<file path="src/design/upms_pkg.sv">
// upms_pkg: register map, field positions and reset values for the
// upper port pin function select block.
// assumes: a 32-bit APB slave; offsets are byte addresses.
package upms_pkg;

    // ----------------------------------------------------------------
    // register offsets
    // ----------------------------------------------------------------
    localparam logic [7:0] OFF_MODE    = 8'h00;
    localparam logic [7:0] OFF_PERIPH  = 8'h04;
    localparam logic [7:0] OFF_ANALOG  = 8'h08;
    localparam logic [7:0] OFF_PORT_DO = 8'h0C;
    localparam logic [7:0] OFF_PORT_DR = 8'h10;
    localparam logic [7:0] OFF_PIN_IN  = 8'h14;

    // ----------------------------------------------------------------
    // mode register fields
    // ----------------------------------------------------------------
    localparam int MODE_EXT_BUS_BIT   = 0;
    localparam int MODE_UPPER_ADR_BIT = 1;

    // ----------------------------------------------------------------
    // peripheral enable register fields
    // ----------------------------------------------------------------
    localparam int PER_PWM_FIVE_OE_BIT = 0;
    localparam int PER_PG_TRIG_BIT  = 1;
    localparam int PER_PG_OE_BIT    = 2;
    localparam int PER_ADC_TRIG_BIT = 3;
    localparam int PER_EEP_EN_BIT   = 4;
    localparam int PER_DAC0_EN_BIT  = 5;
    localparam int PER_DAC1_EN_BIT  = 6;
    localparam int PER_WIDTH        = 7;

    // ----------------------------------------------------------------
    // pin indices in the port vectors
    // ----------------------------------------------------------------
    localparam int NUM_PINS     = 13;
    localparam int PIN_U5       = 0;
    localparam int PIN_U6       = 1;
    localparam int PIN_U7       = 2;
    localparam int PIN_PORT7_B0 = 3;
    localparam int PIN_PORT7_B1 = 4;
    localparam int PIN_PORT7_B2 = 5;
    localparam int PIN_PORT7_B3 = 6;
    localparam int PIN_PORT7_B4 = 7;
    localparam int PIN_PORT7_B5 = 8;
    localparam int PIN_PORT7_B6 = 9;
    localparam int PIN_PORT8_B0 = 10;
    localparam int PIN_PORT8_B1 = 11;
    localparam int NUM_ANALOG   = 8;

    // ----------------------------------------------------------------
    // reset values
    // ----------------------------------------------------------------
    localparam logic [1:0]  RST_MODE    = 2'h0;
    localparam logic [6:0]  RST_PERIPH  = 7'h00;
    localparam logic [7:0]  RST_ANALOG  = 8'h00;
    localparam logic [12:0] RST_PORT    = 13'h0000;

endpackage

</file>
<file path="src/design/upms_pin_mux.sv">
// upms_pin_mux: pin function select for upper address, port 7, analog
// port and the two external interrupt pins, with an APB register file.
// assumes: pclk 25 MHz, presetn async low; pin inputs synchronous.
`timescale 1ns/1ps
// Functional notes
// - upper pins are port in single-chip mode or when upper control picks port
// - upper pins drive address bits 21..23 when bus enabled and control picks address
// - pwm channel five reaches its pin only when its output enable is set
// - pulse generator trigger taken from pin only when trigger enable set
// - pulse generator output reaches pin only when its output enable set
// - adc trigger taken from pin only while its trigger enable set
// - eeprom data in and out use their pins only while eeprom enable set
// - eeprom clock and chip select drive pins only while eeprom enable set
// - each dac output owns its pin only while its enable is set
// - analog pins act as port when analog enable bit picks port
// - analog pins feed adc when enable bit picks analog; last feeds comparator
// - interrupt pins always keep port function
module upms_pin_mux (
    // clock and reset
    input  wire logic        pclk,
    input  wire logic        presetn,
    // apb slave
    input  wire logic        psel,
    input  wire logic        penable,
    input  wire logic        pwrite,
    input  wire logic [7:0]  paddr,
    input  wire logic [31:0] pwdata,
    output logic      [31:0] prdata,
    output logic             pready,
    output logic             pslverr,
    // core side functions
    input  wire logic [23:21] ext_addr_bits,
    input  wire logic        pwm_channel_five_out,
    input  wire logic        pulse_gen_out,
    input  wire logic        eeprom_serial_data_out,
    input  wire logic        eeprom_serial_clock_out,
    input  wire logic        eeprom_chip_select_out,
    output logic             pulse_gen_trigger_in,
    output logic             adc_trigger_in,
    output logic             eeprom_serial_data_in,
    output logic             ext_irq_in_zero,
    output logic             ext_irq_in_one,
    // analog switch controls
    output logic [7:0]       adc_analog_inputs,
    output logic             level_comparator_in,
    output logic             dac_out_zero,
    output logic             dac_out_one,
    // digital pins: upper 5..7, port7 0..6, port8 0..1, then analog 0..7
    input  wire logic [12:0] pin_in,
    output logic      [12:0] pin_out,
    output logic      [12:0] pin_oe_n,
    input  wire logic [7:0]  analog_port_bits_in,
    output logic      [7:0]  analog_port_bits_out,
    output logic      [7:0]  analog_port_bits_oe_n
);

    // ----------------------------------------------------------------
    // registers
    // ----------------------------------------------------------------
    logic [1:0]  mode_q;
    logic [6:0]  periph_q;
    logic [7:0]  analog_q;
    logic [20:0] port_do_q;
    logic [20:0] port_dr_q;
    logic [12:0] pin_in_q;
    logic [7:0]  ana_in_q;
    logic        wr_en;
    logic        rd_en;
    logic        addr_ok;

    function automatic logic decode_ok(input logic [7:0] a);
        decode_ok = (a == upms_pkg::OFF_MODE)    || (a == upms_pkg::OFF_PERIPH)
                 || (a == upms_pkg::OFF_ANALOG)  || (a == upms_pkg::OFF_PORT_DO)
                 || (a == upms_pkg::OFF_PORT_DR) || (a == upms_pkg::OFF_PIN_IN);
    endfunction

    assign addr_ok = decode_ok(paddr);
    assign wr_en   = psel && penable && pwrite && addr_ok;
    // read data is loaded in the setup cycle and stands through the access phase
    assign rd_en   = psel && !penable && !pwrite;
    // zero wait states: every access ends in its first access cycle
    assign pready  = 1'b1;
    assign pslverr = psel && penable && !addr_ok;

    // ----------------------------------------------------------------
    // register writes
    // ----------------------------------------------------------------
    always_ff @(posedge pclk or negedge presetn) begin
        if (!presetn) begin
            mode_q    <= upms_pkg::RST_MODE;
            periph_q  <= upms_pkg::RST_PERIPH;
            analog_q  <= upms_pkg::RST_ANALOG;
            port_do_q <= 21'h000000;
            port_dr_q <= 21'h000000;
        end else if (wr_en) begin
            case (paddr)
                upms_pkg::OFF_MODE:    mode_q    <= pwdata[1:0];
                upms_pkg::OFF_PERIPH:  periph_q  <= pwdata[6:0];
                upms_pkg::OFF_ANALOG:  analog_q  <= pwdata[7:0];
                upms_pkg::OFF_PORT_DO: port_do_q <= pwdata[20:0];
                upms_pkg::OFF_PORT_DR: port_dr_q <= pwdata[20:0];
                default: ;
            endcase
        end
    end

    // ----------------------------------------------------------------
    // pin sampling and read data
    // ----------------------------------------------------------------
    always_ff @(posedge pclk or negedge presetn) begin
        if (!presetn) begin
            pin_in_q <= upms_pkg::RST_PORT;
            ana_in_q <= 8'h00;
        end else begin
            pin_in_q <= pin_in;
            // pins given to the adc read back as zero
            ana_in_q <= analog_port_bits_in & ~analog_q;
        end
    end

    always_ff @(posedge pclk or negedge presetn) begin
        if (!presetn) begin
            prdata <= 32'h00000000;
        end else if (rd_en) begin
            case (paddr)
                upms_pkg::OFF_MODE:    prdata <= {30'h00000000, mode_q};
                upms_pkg::OFF_PERIPH:  prdata <= {25'h0000000, periph_q};
                upms_pkg::OFF_ANALOG:  prdata <= {24'h000000, analog_q};
                upms_pkg::OFF_PORT_DO: prdata <= {11'h000, port_do_q};
                upms_pkg::OFF_PORT_DR: prdata <= {11'h000, port_dr_q};
                upms_pkg::OFF_PIN_IN:  prdata <= {11'h000, ana_in_q, pin_in_q};
                default:               prdata <= 32'h00000000;
            endcase
        end
    end

    // ----------------------------------------------------------------
    // function selection
    // ----------------------------------------------------------------
    logic        addr_mode;
    logic [12:0] fn_en;
    logic [12:0] fn_out;
    logic [12:0] fn_drive;

    assign addr_mode = mode_q[upms_pkg::MODE_EXT_BUS_BIT] && mode_q[upms_pkg::MODE_UPPER_ADR_BIT];

    always_comb begin
        fn_en    = 13'h0000;
        fn_out   = 13'h0000;
        fn_drive = 13'h0000;
        // address mode owns all three upper pins, ahead of pwm and pulse output
        if (addr_mode) begin
            fn_en[2:0]    = 3'h7;
            fn_out[2:0]   = ext_addr_bits;
            fn_drive[2:0] = 3'h7;
        end else begin
            fn_en[upms_pkg::PIN_U5]    = periph_q[upms_pkg::PER_PWM_FIVE_OE_BIT];
            fn_out[upms_pkg::PIN_U5]   = pwm_channel_five_out;
            fn_drive[upms_pkg::PIN_U5] = 1'b1;
            fn_en[upms_pkg::PIN_U7]    = periph_q[upms_pkg::PER_PG_OE_BIT];
            fn_out[upms_pkg::PIN_U7]   = pulse_gen_out;
            fn_drive[upms_pkg::PIN_U7] = 1'b1;
        end
        fn_en[upms_pkg::PIN_PORT7_B2]    = periph_q[upms_pkg::PER_EEP_EN_BIT];
        fn_out[upms_pkg::PIN_PORT7_B2]   = eeprom_serial_data_out;
        fn_drive[upms_pkg::PIN_PORT7_B2] = 1'b1;
        fn_en[upms_pkg::PIN_PORT7_B3]    = periph_q[upms_pkg::PER_EEP_EN_BIT];
        fn_out[upms_pkg::PIN_PORT7_B3]   = eeprom_serial_clock_out;
        fn_drive[upms_pkg::PIN_PORT7_B3] = 1'b1;
        fn_en[upms_pkg::PIN_PORT7_B4]    = periph_q[upms_pkg::PER_EEP_EN_BIT];
        fn_out[upms_pkg::PIN_PORT7_B4]   = eeprom_chip_select_out;
        fn_drive[upms_pkg::PIN_PORT7_B4] = 1'b1;
        // dac pins: digital driver released, analog switch closed
        fn_en[upms_pkg::PIN_PORT7_B5]    = periph_q[upms_pkg::PER_DAC0_EN_BIT];
        fn_en[upms_pkg::PIN_PORT7_B6]    = periph_q[upms_pkg::PER_DAC1_EN_BIT];
        // interrupt pins never get a function override
        fn_en[upms_pkg::PIN_PORT8_B0]    = 1'b0;
        fn_en[upms_pkg::PIN_PORT8_B1]    = 1'b0;
    end

    // ----------------------------------------------------------------
    // pin drivers
    // ----------------------------------------------------------------
    // index 12 has no pin behind it; its register bits are spare
    genvar gi;
    generate
        for (gi = 0; gi < upms_pkg::NUM_PINS; gi++) begin : g_pin
            upms_sel_bit u_sel (
                .fn_en      (fn_en[gi]),
                .fn_out     (fn_out[gi]),
                .fn_drive   (fn_drive[gi]),
                .port_out   (port_do_q[gi]),
                .port_drive (port_dr_q[gi]),
                .pin_out    (pin_out[gi]),
                .pin_oe_n   (pin_oe_n[gi])
            );
        end
        for (gi = 0; gi < upms_pkg::NUM_ANALOG; gi++) begin : g_ana
            assign analog_port_bits_out[gi]  = port_do_q[upms_pkg::NUM_PINS + gi];
            assign analog_port_bits_oe_n[gi] = analog_q[gi] | ~port_dr_q[upms_pkg::NUM_PINS + gi];
            assign adc_analog_inputs[gi]     = analog_q[gi];
        end
    endgenerate

    assign level_comparator_in = analog_q[upms_pkg::NUM_ANALOG - 1];
    assign dac_out_zero        = periph_q[upms_pkg::PER_DAC0_EN_BIT];
    assign dac_out_one         = periph_q[upms_pkg::PER_DAC1_EN_BIT];

    // ----------------------------------------------------------------
    // inputs to peripherals
    // ----------------------------------------------------------------
    // the trigger pin stays a port pin; the trigger only taps its level
    assign pulse_gen_trigger_in  = periph_q[upms_pkg::PER_PG_TRIG_BIT] & pin_in[upms_pkg::PIN_U6];
    assign adc_trigger_in        = periph_q[upms_pkg::PER_ADC_TRIG_BIT] & pin_in[upms_pkg::PIN_PORT7_B0];
    assign eeprom_serial_data_in = periph_q[upms_pkg::PER_EEP_EN_BIT] & pin_in[upms_pkg::PIN_PORT7_B1];
    // software keeps other drivers off on these pins while interrupts are used
    assign ext_irq_in_zero       = pin_in[upms_pkg::PIN_PORT8_B0];
    assign ext_irq_in_one        = pin_in[upms_pkg::PIN_PORT8_B1];
endmodule

</file>
<file path="src/design/upms_sel_bit.sv">
// upms_sel_bit: one pin's output selector between port and a function.
// assumes: all inputs synchronous to pclk.
`timescale 1ns/1ps
module upms_sel_bit (
    // function request
    input  wire logic fn_en,
    input  wire logic fn_out,
    input  wire logic fn_drive,
    // port fallback
    input  wire logic port_out,
    input  wire logic port_drive,
    // pin
    output logic      pin_out,
    output logic      pin_oe_n
);
    assign pin_out  = fn_en ? fn_out : port_out;
    assign pin_oe_n = fn_en ? ~fn_drive : ~port_drive;
endmodule

</file>
<file path="config.mk">
export PLATFORM = sky130hd
export DESIGN_NAME = upms_pin_mux
export DESIGN_NICKNAME = d
export VERILOG_FILES = /design/src/design/upms_pkg.sv /design/src/design/upms_pin_mux.sv /design/src/design/upms_sel_bit.sv
export SDC_FILE = /design/constraint.sdc
export NUM_CORES = 1
export LEC_CHECK = 0
export BUFFER_PORTS_ARGS = -buffer_cell sky130_fd_sc_hd__buf_2
export CORE_ASPECT_RATIO = 0.5
export CORE_MARGIN = 5
export CORE_UTILIZATION = 51
export DETAILED_ROUTE_END_ITERATION = 8
export PLACE_DENSITY = 0.82
export SLEW_MARGIN = 10
export SYNTH_ARGS = -nofsm -noshare
export SYNTH_HDL_FRONTEND = slang
export SYNTH_SLANG_ARGS = --single-unit
</file>
<file path="constraint.sdc">
create_clock -name pclk -period 1.9 [get_ports pclk]
set_input_delay 0.19 -clock pclk [delete_from_list [all_inputs] [get_ports pclk]]
set_output_delay 0.19 -clock pclk [all_outputs]
set_load 0.005 [all_outputs]
</file>
=== Word level (Yosys, flattened, before mapping) ===
Index checks and enable logic that the tools add are counted.

* Equality and inequality tests: 5
* Multiplexer cells: 23
* Bitwise logic cells: 35
* Reductions and logical operators: 21

{| class="wikitable"
|+ Operators by type and width
! kind !! number
|-
| 21-bit case mux with 6 select lines || 1
|-
| 1-bit 2-to-1 mux || 22
|-
| 1-bit NOT || 22
|-
| 8-bit by 4-bit == test with 1-bit output, second input constant || 2
|-
| 8-bit by 5-bit == test with 1-bit output, second input constant || 2
|-
| 2-bit AND reduction || 5
|-
| 8-bit AND || 1
|-
| 8-bit by 3-bit == test with 1-bit output, second input constant || 1
|-
| 8-bit logical NOT || 1
|-
| 8-bit NOT || 1
|-
| 1-bit bitwise OR || 8
|-
| 1-bit logical AND || 7
|-
| 1-bit logical OR || 5
|-
| 1-bit AND || 3
|-
| 1-bit logical NOT || 3
|}

* Flip-flop bits (word level): 112
* Input port bits: 74
* Output and inout port bits: 92
* Word-level logic and storage cells: 92

=== Logic depth before layout (Yosys ltp) ===
Gate-level depths: netlist (run 1).

* Depth after elaboration: 8
* Gate-level depth with buffers: 6
* Depth with buffers taken out: 4

=== Hierarchy ===
From an unflattened synthesis (run 1), not the netlist that was laid out.

* Cell total of the unflattened synthesis: 391
* Area, all modules: 4943.5 µm²

{| class="wikitable"
|+ By module, submodules not included
! module !! instances !! cells an instance !! area an instance (µm²) !! sequential area each (µm²)
|-
| upms_pin_mux || 1 || 365 || 4618.2 || 2527.4
|-
| upms_sel_bit || 13 || 2 || 25.0 || 0.0
|}

=== Worst setup path after synthesis (run 1) ===
No wires, ideal clock.

* Kind: input-to-reg
* Start point: input port paddr[5]
* End point: register port_do_q[10]
* Setup time: 0.125 ns
* Arrival time: 1.603 ns
* Data required time: 1.775 ns
* Path slack: 0.172 ns
* Cell stages on the path: 6
* Path buffers: 2
* Cell sequence: or3_1 -> buf_6 -> nor3_4 -> and4_4 -> buf_12 -> mux2_4

* Word-level cells in the longest chain between the ends: 8
* Elaborated cells on any way between the ends: 13
* Those cells by class: eq/ne: 5; reduce/logical: 8

{| class="wikitable"
|+ Ends and longest elaborated chain
! item !! RTL line !! text
|-
| from (decl) || upms_pin_mux.sv:26 || <nowiki>input wire logic [7:0] paddr,</nowiki>
|-
| 8-bit by 3-bit == test with 1-bit output / 8-bit logical NOT (equally long branches) || upms_pin_mux.sv:72 || <nowiki>decode_ok = (a == upms_pkg::OFF_MODE) || (a == upms_pkg::OFF_PERIPH)</nowiki>
|-
| 1-bit logical OR || upms_pin_mux.sv:72 ||
|-
| 1-bit logical OR (2 in series) || upms_pin_mux.sv:73 || <nowiki>|| (a == upms_pkg::OFF_ANALOG) || (a == upms_pkg::OFF_PORT_DO)</nowiki>
|-
| 1-bit logical OR (2 in series) || upms_pin_mux.sv:74 || <nowiki>|| (a == upms_pkg::OFF_PORT_DR) || (a == upms_pkg::OFF_PIN_IN);</nowiki>
|-
| 1-bit logical AND || upms_pin_mux.sv:78 || <nowiki>assign wr_en = psel && penable && pwrite && addr_ok;</nowiki>
|-
| 2-bit AND reduction (no source line) (*) || n/a ||
|-
| to (signal assigned) || upms_pin_mux.sv:100 || <nowiki>upms_pkg::OFF_PORT_DO: port_do_q <= pwdata[20:0];</nowiki>
|-
| to (decl) || upms_pin_mux.sv:63 || <nowiki>logic [20:0] port_do_q;</nowiki>
|}

Mark *: on every way between the ends. The rest lies on a longest branch, timed or not.
A chain may end at the register's enable or synchronous reset.

=== Worst setup path after layout (run 1) ===
* Start point: input port paddr[5]
* End point: output port pslverr

* Word-level cells in the longest chain between the ends: 8
* Elaborated cells on any way between the ends: 13
* Those cells by class: eq/ne: 5; reduce/logical: 8

{| class="wikitable"
|+ Ends and longest elaborated chain
! item !! RTL line !! text
|-
| 8-bit by 3-bit == test with 1-bit output / 8-bit logical NOT (equally long branches) || upms_pin_mux.sv:72 ||
|-
| 1-bit logical OR || upms_pin_mux.sv:72 ||
|-
| 1-bit logical OR (2 in series) || upms_pin_mux.sv:73 ||
|-
| 1-bit logical OR || upms_pin_mux.sv:74 ||
|-
| 1-bit logical OR (*) || upms_pin_mux.sv:74 ||
|-
| 1-bit logical NOT (*) || upms_pin_mux.sv:83 || <nowiki>assign pslverr = psel && penable && !addr_ok;</nowiki>
|-
| 1-bit logical AND (*) || upms_pin_mux.sv:83 ||
|-
| to (decl) || upms_pin_mux.sv:30 || <nowiki>output logic pslverr,</nowiki>
|}

Marked as above.

==> impl_metrics.yaml, run 1 <==
die:
  rows: 25
  dieArea_mm2: 0.0118
  die_h_um: 79.3
  io_pins: 166
  core_mm2: 0.00942
  start_util_pct: 52.1
  die_x_um: 149
yosys:
  synth-edff-count: 0
  netlist_instances: 382
  synthMuxAreaShare_pct: 22.6
  post-synth-top-count-cell: "dfrtp_1"
  syn_area_mm2: 0.00490
  yosys.area.top_type: "dfrtp_1"
  synth_common_cells: "101 x dfrtp_1, 50 x mux2_2, 44 x buf_4"
  ys_types: 44
  yosysWarnings: 0
  synth_fa_ha_area_share_pct: 0
  ys_ff_latch: 101
  synth-simple-area-share_pct: 9.39
  ys.flop_type: "dfrtp_1"
  ys_seq_area_share_pct: 51.6
  avgSynthCellArea_um2: 12.8
  synthArstFlopShare_pct: 100
  synth-xor-area-share_pct: 0
  synth-compound-area-share_pct: 6.87
  yosysTopAreaCellShare_pct: 51.6
  synth_top_family_by_area: "multiplexers"
  synthTopCellsByArea: "dfrtp_1 52%, mux2_2 11%, buf_4 6.7%"
critical_path:
  critPathMaxFanout: 4
  critPathBufInv: 4
  crit_type: "primary input to output port"
  startpoint_type: "primary input"
  crit_path_end_kind: "output port"
  reg2reg_slack_ns: 0.50
  cpMaxStageDelayCell: "or3_1"
  cp_data_required_time_ns: 1.71
  critPathMaxStageDelay_ns: 0.46
  crit_chain: "buf_2 > or3_1 > buf_4 > a2111oi_1 > buf_4 > nor2_1 > buf_2"
  worstPathArrival_ns: 1.62
  cp_top_family: "buffers and inverters"
layout:
  n_fill_cell: 701
  multi_input_area_mm2: 0.00195
  fin_nets: 596
  antenna_cells: 0
  drive_gt1_share_pct: 49.3
  post-route-cell-area_mm2: 0.00610
  seqCellArea_mm2: 0.00253
  final_cells: 662
  area_growth_pct: 24.4
timing:
  rsz0062_at_grt: "false"
  finalHoldViolCount: 0
  finalSetupTns_ns: 0
  slew_headroom_pct: 62.8
  skew_ns: 0.00562
  finalCriticalPeriod_ns: 1.81
  tightest_slew_ns: 0.558
  maxSlewViolCount: 0
  fin_crit_sh_pct: 95.3
  fmax_mhz: 552
  finalSetupViolCount: 0
grt:
  grt_antenna_before_repair: 1
  met1_usage_pct: 28.5
  busiest_layer: "met2"
  grt-ovfl-total: 0
  grt_use_met3_pct: 7.35
  grt_max_degree: 40
  met2_usage_pct: 36.7
  grt_pass1_wl_um: 19900
  grt_pass1_vias: 3667
  track_usage_pct: 22.3
detailed_routing:
  drc: 0
  wl_um: 12500
  via_per_inst: 5.30
  drtIter0Drc: 215
  dr.pass1.iters: 4
  vias: 3510
  ant_nets: 0
  wire_per_inst_um: 18.9
cts:
  clk_latency_ns: 0.35
  clk_pin_slew_ns: 0.07
  htreeDepth: 3
  clockRootBuffer: "clkbuf_16"
  cts_tree: "done"
  cts_inserted_buffers: 9
  cts_resized: 0
  clock_path_buffers: 2
  clkSinkCount: 101
  post_cts_buffers: 0
placed_design:
  placed_cells_incl_taps: 632
  dp_hpwl_um: 8820
  globalplace.congestion: 0.830
  placedInstanceArea_mm2: 0.00562
  numPortBuffers: 142
power:
  vdd_drop_max_v: 0.000447
  p_per_area_mw_per_mm2: 762
  cellLeakagePower_uw: 0.00311
min_path:
  hold_path_class: "primary input to register"
run:
  cap_viol_max_count: 0
run_status:
  status: "finished clean"
worst register-to-register path, cell delays in order (launching register included):
cell and delay [ns]:
dfrtp_1 0.39, mux2_2 0.27, a22o_1 0.22, and3_1 0.17
a221o_1 0.25
final timing paths:
check                                       start      endpoint  cells after the start
setup / recovery                         paddr[5]       pslverr                      7
hold / removal             analog_port_bits_in[1]   ana_in_q[1]                      2
setup reg to reg                     port_dr_q[1]     prdata[1]                      4
hold reg to reg                         prdata[6]     prdata[6]                      2
max in group asynchronous                 presetn  pin_in_q[11]                      3
min in group asynchronous                 presetn  port_do_q[2]                      2
state kept, by name, indices dropped and copies added (netlist names):
register	cells
periph_q	7
adc_analog_inputs	8
ana_in_q	8
port_do_q	21
pin_in_q	13
port_dr_q	21
mode_q	2
prdata	21
cells by family (layout without fill, tap and decap cells):
logic type | Yosys count | in the layout
buffers and inverters | 64 | 199
AO/OA/AOI/OAI | 49 | 49
flip-flops | 101 | 101
multiplexers | 93 | 93
other | 2 | 12
AND/OR/NAND/NOR | 73 | 73
layer usage:
layer	vias to the layer above	wire length [um]
met1	1780	5320
met5	-	0
met2	133	6070
li1	1583	-
met4	0	160
met3	14	942
stage by stage:
stage / setup WS, ns / hold WS [ns] / util (%) / power, uW
after floorplan: 0.172 / -0.106 / - / 2410
after global placement: 0.0442 / 0.201 / 59.7 / 2570
after detailed placement: 0.0415 / 0.207 / 59.7 / 2580
after CTS: 0.0894 / 0.0534 / 64.8 / 4680
after global routing: 0.0434 / 0.0480 / 64.8 / 4800
final: 0.0897 / 0.0607 / 64.8 / 4640
final cells by class:
| class | instances | share of cell area [%] |
|---|---|---|
| Clock buffer | 10 | 3.76 |
| Timing Repair Buffer | 178 | 17.9 |
| Multi-Input combinational cell | 227 | 32.0 |
| Sequential cell | 101 | 41.5 |
| Clock inverter | 6 | 1.83 |
| Tap cell | 135 | 2.77 |
| Inverter | 5 | 0.308 |
cells in the final DEF, fill, tap and decap left out, types with 2 or more instances in the layout:
cell type      instances
a211oi_1               2
a21oi_1                4
a22o_1                 6
a22oi_1               14
and2_1                 3
and3_1                 2
buf_12                 6
buf_2                141
buf_4                 17
bufinv_16              3
clkbuf_16              9
conb_1                12
dfrtp_1              101
dlygate4sd3_1         14
inv_1                  5
mux2_2                50
mux2_4                20
mux2i_1               22
nand2_1               13
nand2b_1              11
nand3_1                2
nand3_2                4
nor2_1                11
nor2b_1               11
nor3_1                 3
nor3b_1                3
o211ai_1               5
o21ai_0               10
o21ai_1                4
timing repair:
action / 4_1_cts / 5_1_grt
endpoints found under the setup margin: 0 / 0
hold buffers: 14 / 0
hold endpoints to repair: 50 / 0
where the power goes:
group          leakage (uW)  switching (uW)  internal, uW  total [uW]
logic               0.00159             177           164         341
clock network      0.000163             798          1290        2090
registers           0.00136            26.4          2190        2220
Power figures use the tool's default switching activity.
==> inputs of run 2 (changes only) <==
--- a/config.mk
+++ b/config.mk
@@ -8,9 +8,10 @@
 export BUFFER_PORTS_ARGS = -buffer_cell sky130_fd_sc_hd__buf_2
 export CORE_ASPECT_RATIO = 0.5
 export CORE_MARGIN = 5
-export CORE_UTILIZATION = 51
+export CORE_UTILIZATION = 52
+export CTS_BUF_LIST = sky130_fd_sc_hd__clkbuf_2
 export DETAILED_ROUTE_END_ITERATION = 8
-export PLACE_DENSITY = 0.82
+export PLACE_DENSITY = 0.83
 export SLEW_MARGIN = 10
 export SYNTH_ARGS = -nofsm -noshare
 export SYNTH_HDL_FRONTEND = slang
==> impl_metrics.yaml, run 2 (same netlist as run 1, synthesis figures left out) <==
detailed_routing:
  drc: 0
  vias: 3713
  wl_um: 13200
  wire_per_inst_um: 19.2
  wl_met3_um: 795
  dr.pass1.iters: 5
  via_per_inst: 5.40
  drtIter0Drc: 304
  drt-met1-wl_um: 5410
  top_layer: "met4"
  dr_wl_met2_um: 6690
  ant_nets: 0
layout:
  post-route-cell-area_mm2: 0.00619
  fin_nets: 635
  antenna_cells: 0
  drive_gt1_share_pct: 47.0
  final_core_util_pct: 66.4
  area_growth_pct: 26.3
  final_cells: 687
  multi_input_area_mm2: 0.00196
  layout_common_cells: "141 x buf_2, 99 x dfrtp_1, 50 x mux2_2, 50 x dlygate4sd3_1"
  layout_commonest_cell: "buf_2"
  top_regs: "port_do_q: 21 flops, port_dr_q: 21 flops, prdata: 21 flops"
  n_fill_cell: 691
  seqCellArea_mm2: 0.00253
min_path:
  min_from: "paddr[3]"
  hold_path_class: "primary input to register"
  hold_depth: 4
  min_to: "prdata[2]"
critical_path:
  worstPathArrival_ns: 1.66
  reg2reg_depth: 4
  cp_data_required_time_ns: 1.71
  cpMaxStageDelayCell: "dfrtp_2"
  reg2reg_slack_ns: 0.41
  crit_type: "register to output port"
  rr_endpoint: "prdata[1]"
  critPathMaxStageDelay_ns: 0.50
  r2r-start: "port_dr_q[1]"
  crit_chain: "buf_4 > a211oi_2 > buf_2"
  critPathMaxFanout: 5
  crit_path_end_kind: "output port"
  startpoint_type: "register"
cts:
  htreeDepth: 3
  cts_inserted_buffers: 9
  clk_pin_slew_ns: 0.25
  clkSinkCount: 101
  clk_latency_ns: 0.59
  clockRootBuffer: "clkbuf_2"
  clock_path_buffers: 2
  cts_tree: "done"
die:
  dieArea_mm2: 0.0116
  start_util_pct: 52.6
  die_x_um: 147
  die_h_um: 78.6
  core_mm2: 0.00932
  rows: 25
  io_pins: 166
timing:
  tightest_slew_ns: 0.657
  skew_ns: 0.0168
  finalSetupViolCount: 0
  finalHoldViolCount: 0
  slew_headroom_pct: 56.1
  fmax_mhz: 541
  fin_crit_sh_pct: 97.3
  worst_slack_ns: 0.0511
  holdWs_ns: 0.110
  maxSlewViolCount: 0
  finalCriticalPeriod_ns: 1.85
placed_design:
  placed_cells_incl_taps: 619
  dp_hpwl_um: 8860
  globalplace.congestion: 0.849
  numPortBuffers: 142
  placedInstanceArea_mm2: 0.00558
  pre_cts_slack_ns: 0.0243
grt:
  track_usage_pct: 23.4
  grt_antenna_before_repair: 0
  grt_max_degree: 38
  grt_pass1_vias: 3766
  grt-ovfl-total: 0
  grt_pass1_wl_um: 20900
power:
  vdd_drop_max_v: 0.000235
  p_per_area_mw_per_mm2: 561
  cellLeakagePower_uw: 0.00317
run:
  cap_viol_max_count: 0
run_status:
  status: "finished clean"
==> run 2: timing repair <==
action / 4_1_cts / 5_1_grt
resized for setup: 1 / 4
setup buffers: 2 / 0
endpoints found under the hold margin: 183 / 0
hold buffers: 50 / 0
cloned: 0 / 0
setup endpoints to repair: 1 / 5
==> run 2: how the worst max path moves through the flow <==
stage | startpoint | end | slack [ns] | depth (start not counted)
floorplan | paddr[5] | port_do_q[10] | 0.17 | 6
global placement | paddr[5] | port_do_q[5] | 0.06 | 6
detailed placement | paddr[5] | port_dr_q[20] | 0.02 | 7
CTS | periph_q[4] | pin_out[7] | 0.001 | 2
global route | mode_q[0] | pin_oe_n[0] | -0.02 | 3
finish | mode_q[0] | pin_oe_n[0] | 0.05 | 3
==> run 2: per-stage QoR <==
stage,TNS (ns),total power [uW]
finish,0,3470
global route,-0.0215,3630
CTS,0,3490
detailed placement,0,2570
global placement,0,2560
floorplan,0,2410
==> run 2: per-layer routing <==
| metal | up-vias | GRT usage (%) |
|---|---|---|
| met5 | - | 0 |
| li1 | 1658 | - |
| met2 | 165 | 41.0 |
| met1 | 1853 | 29.5 |
| met3 | 37 | 4.56 |
| met4 | 0 | 7.53 |
==> run 2: worst max-delay path: cells and delay by family, from the launching register on <==
family                 cells  cell delay [ns]
AO/OA/AOI/OAI              1             0.24
flip-flops                 1             0.50
buffers and inverters      2             0.34
==> run 2: layout make-up <==
class,instances,share of cell area [%]
clock buffer,10,0.808
clock inverter,6,0.485
inverter,5,0.303
multi-input combinational,227,31.7
sequential,101,40.9
tap,121,2.44
timing repair buffer,217,23.4
==> run 2: power by group <==
part           switching (uW)  total (uW)  internal, uW
Combinational             190         400           209
Clock                     688         850           162
Sequential               27.2        2220          2200
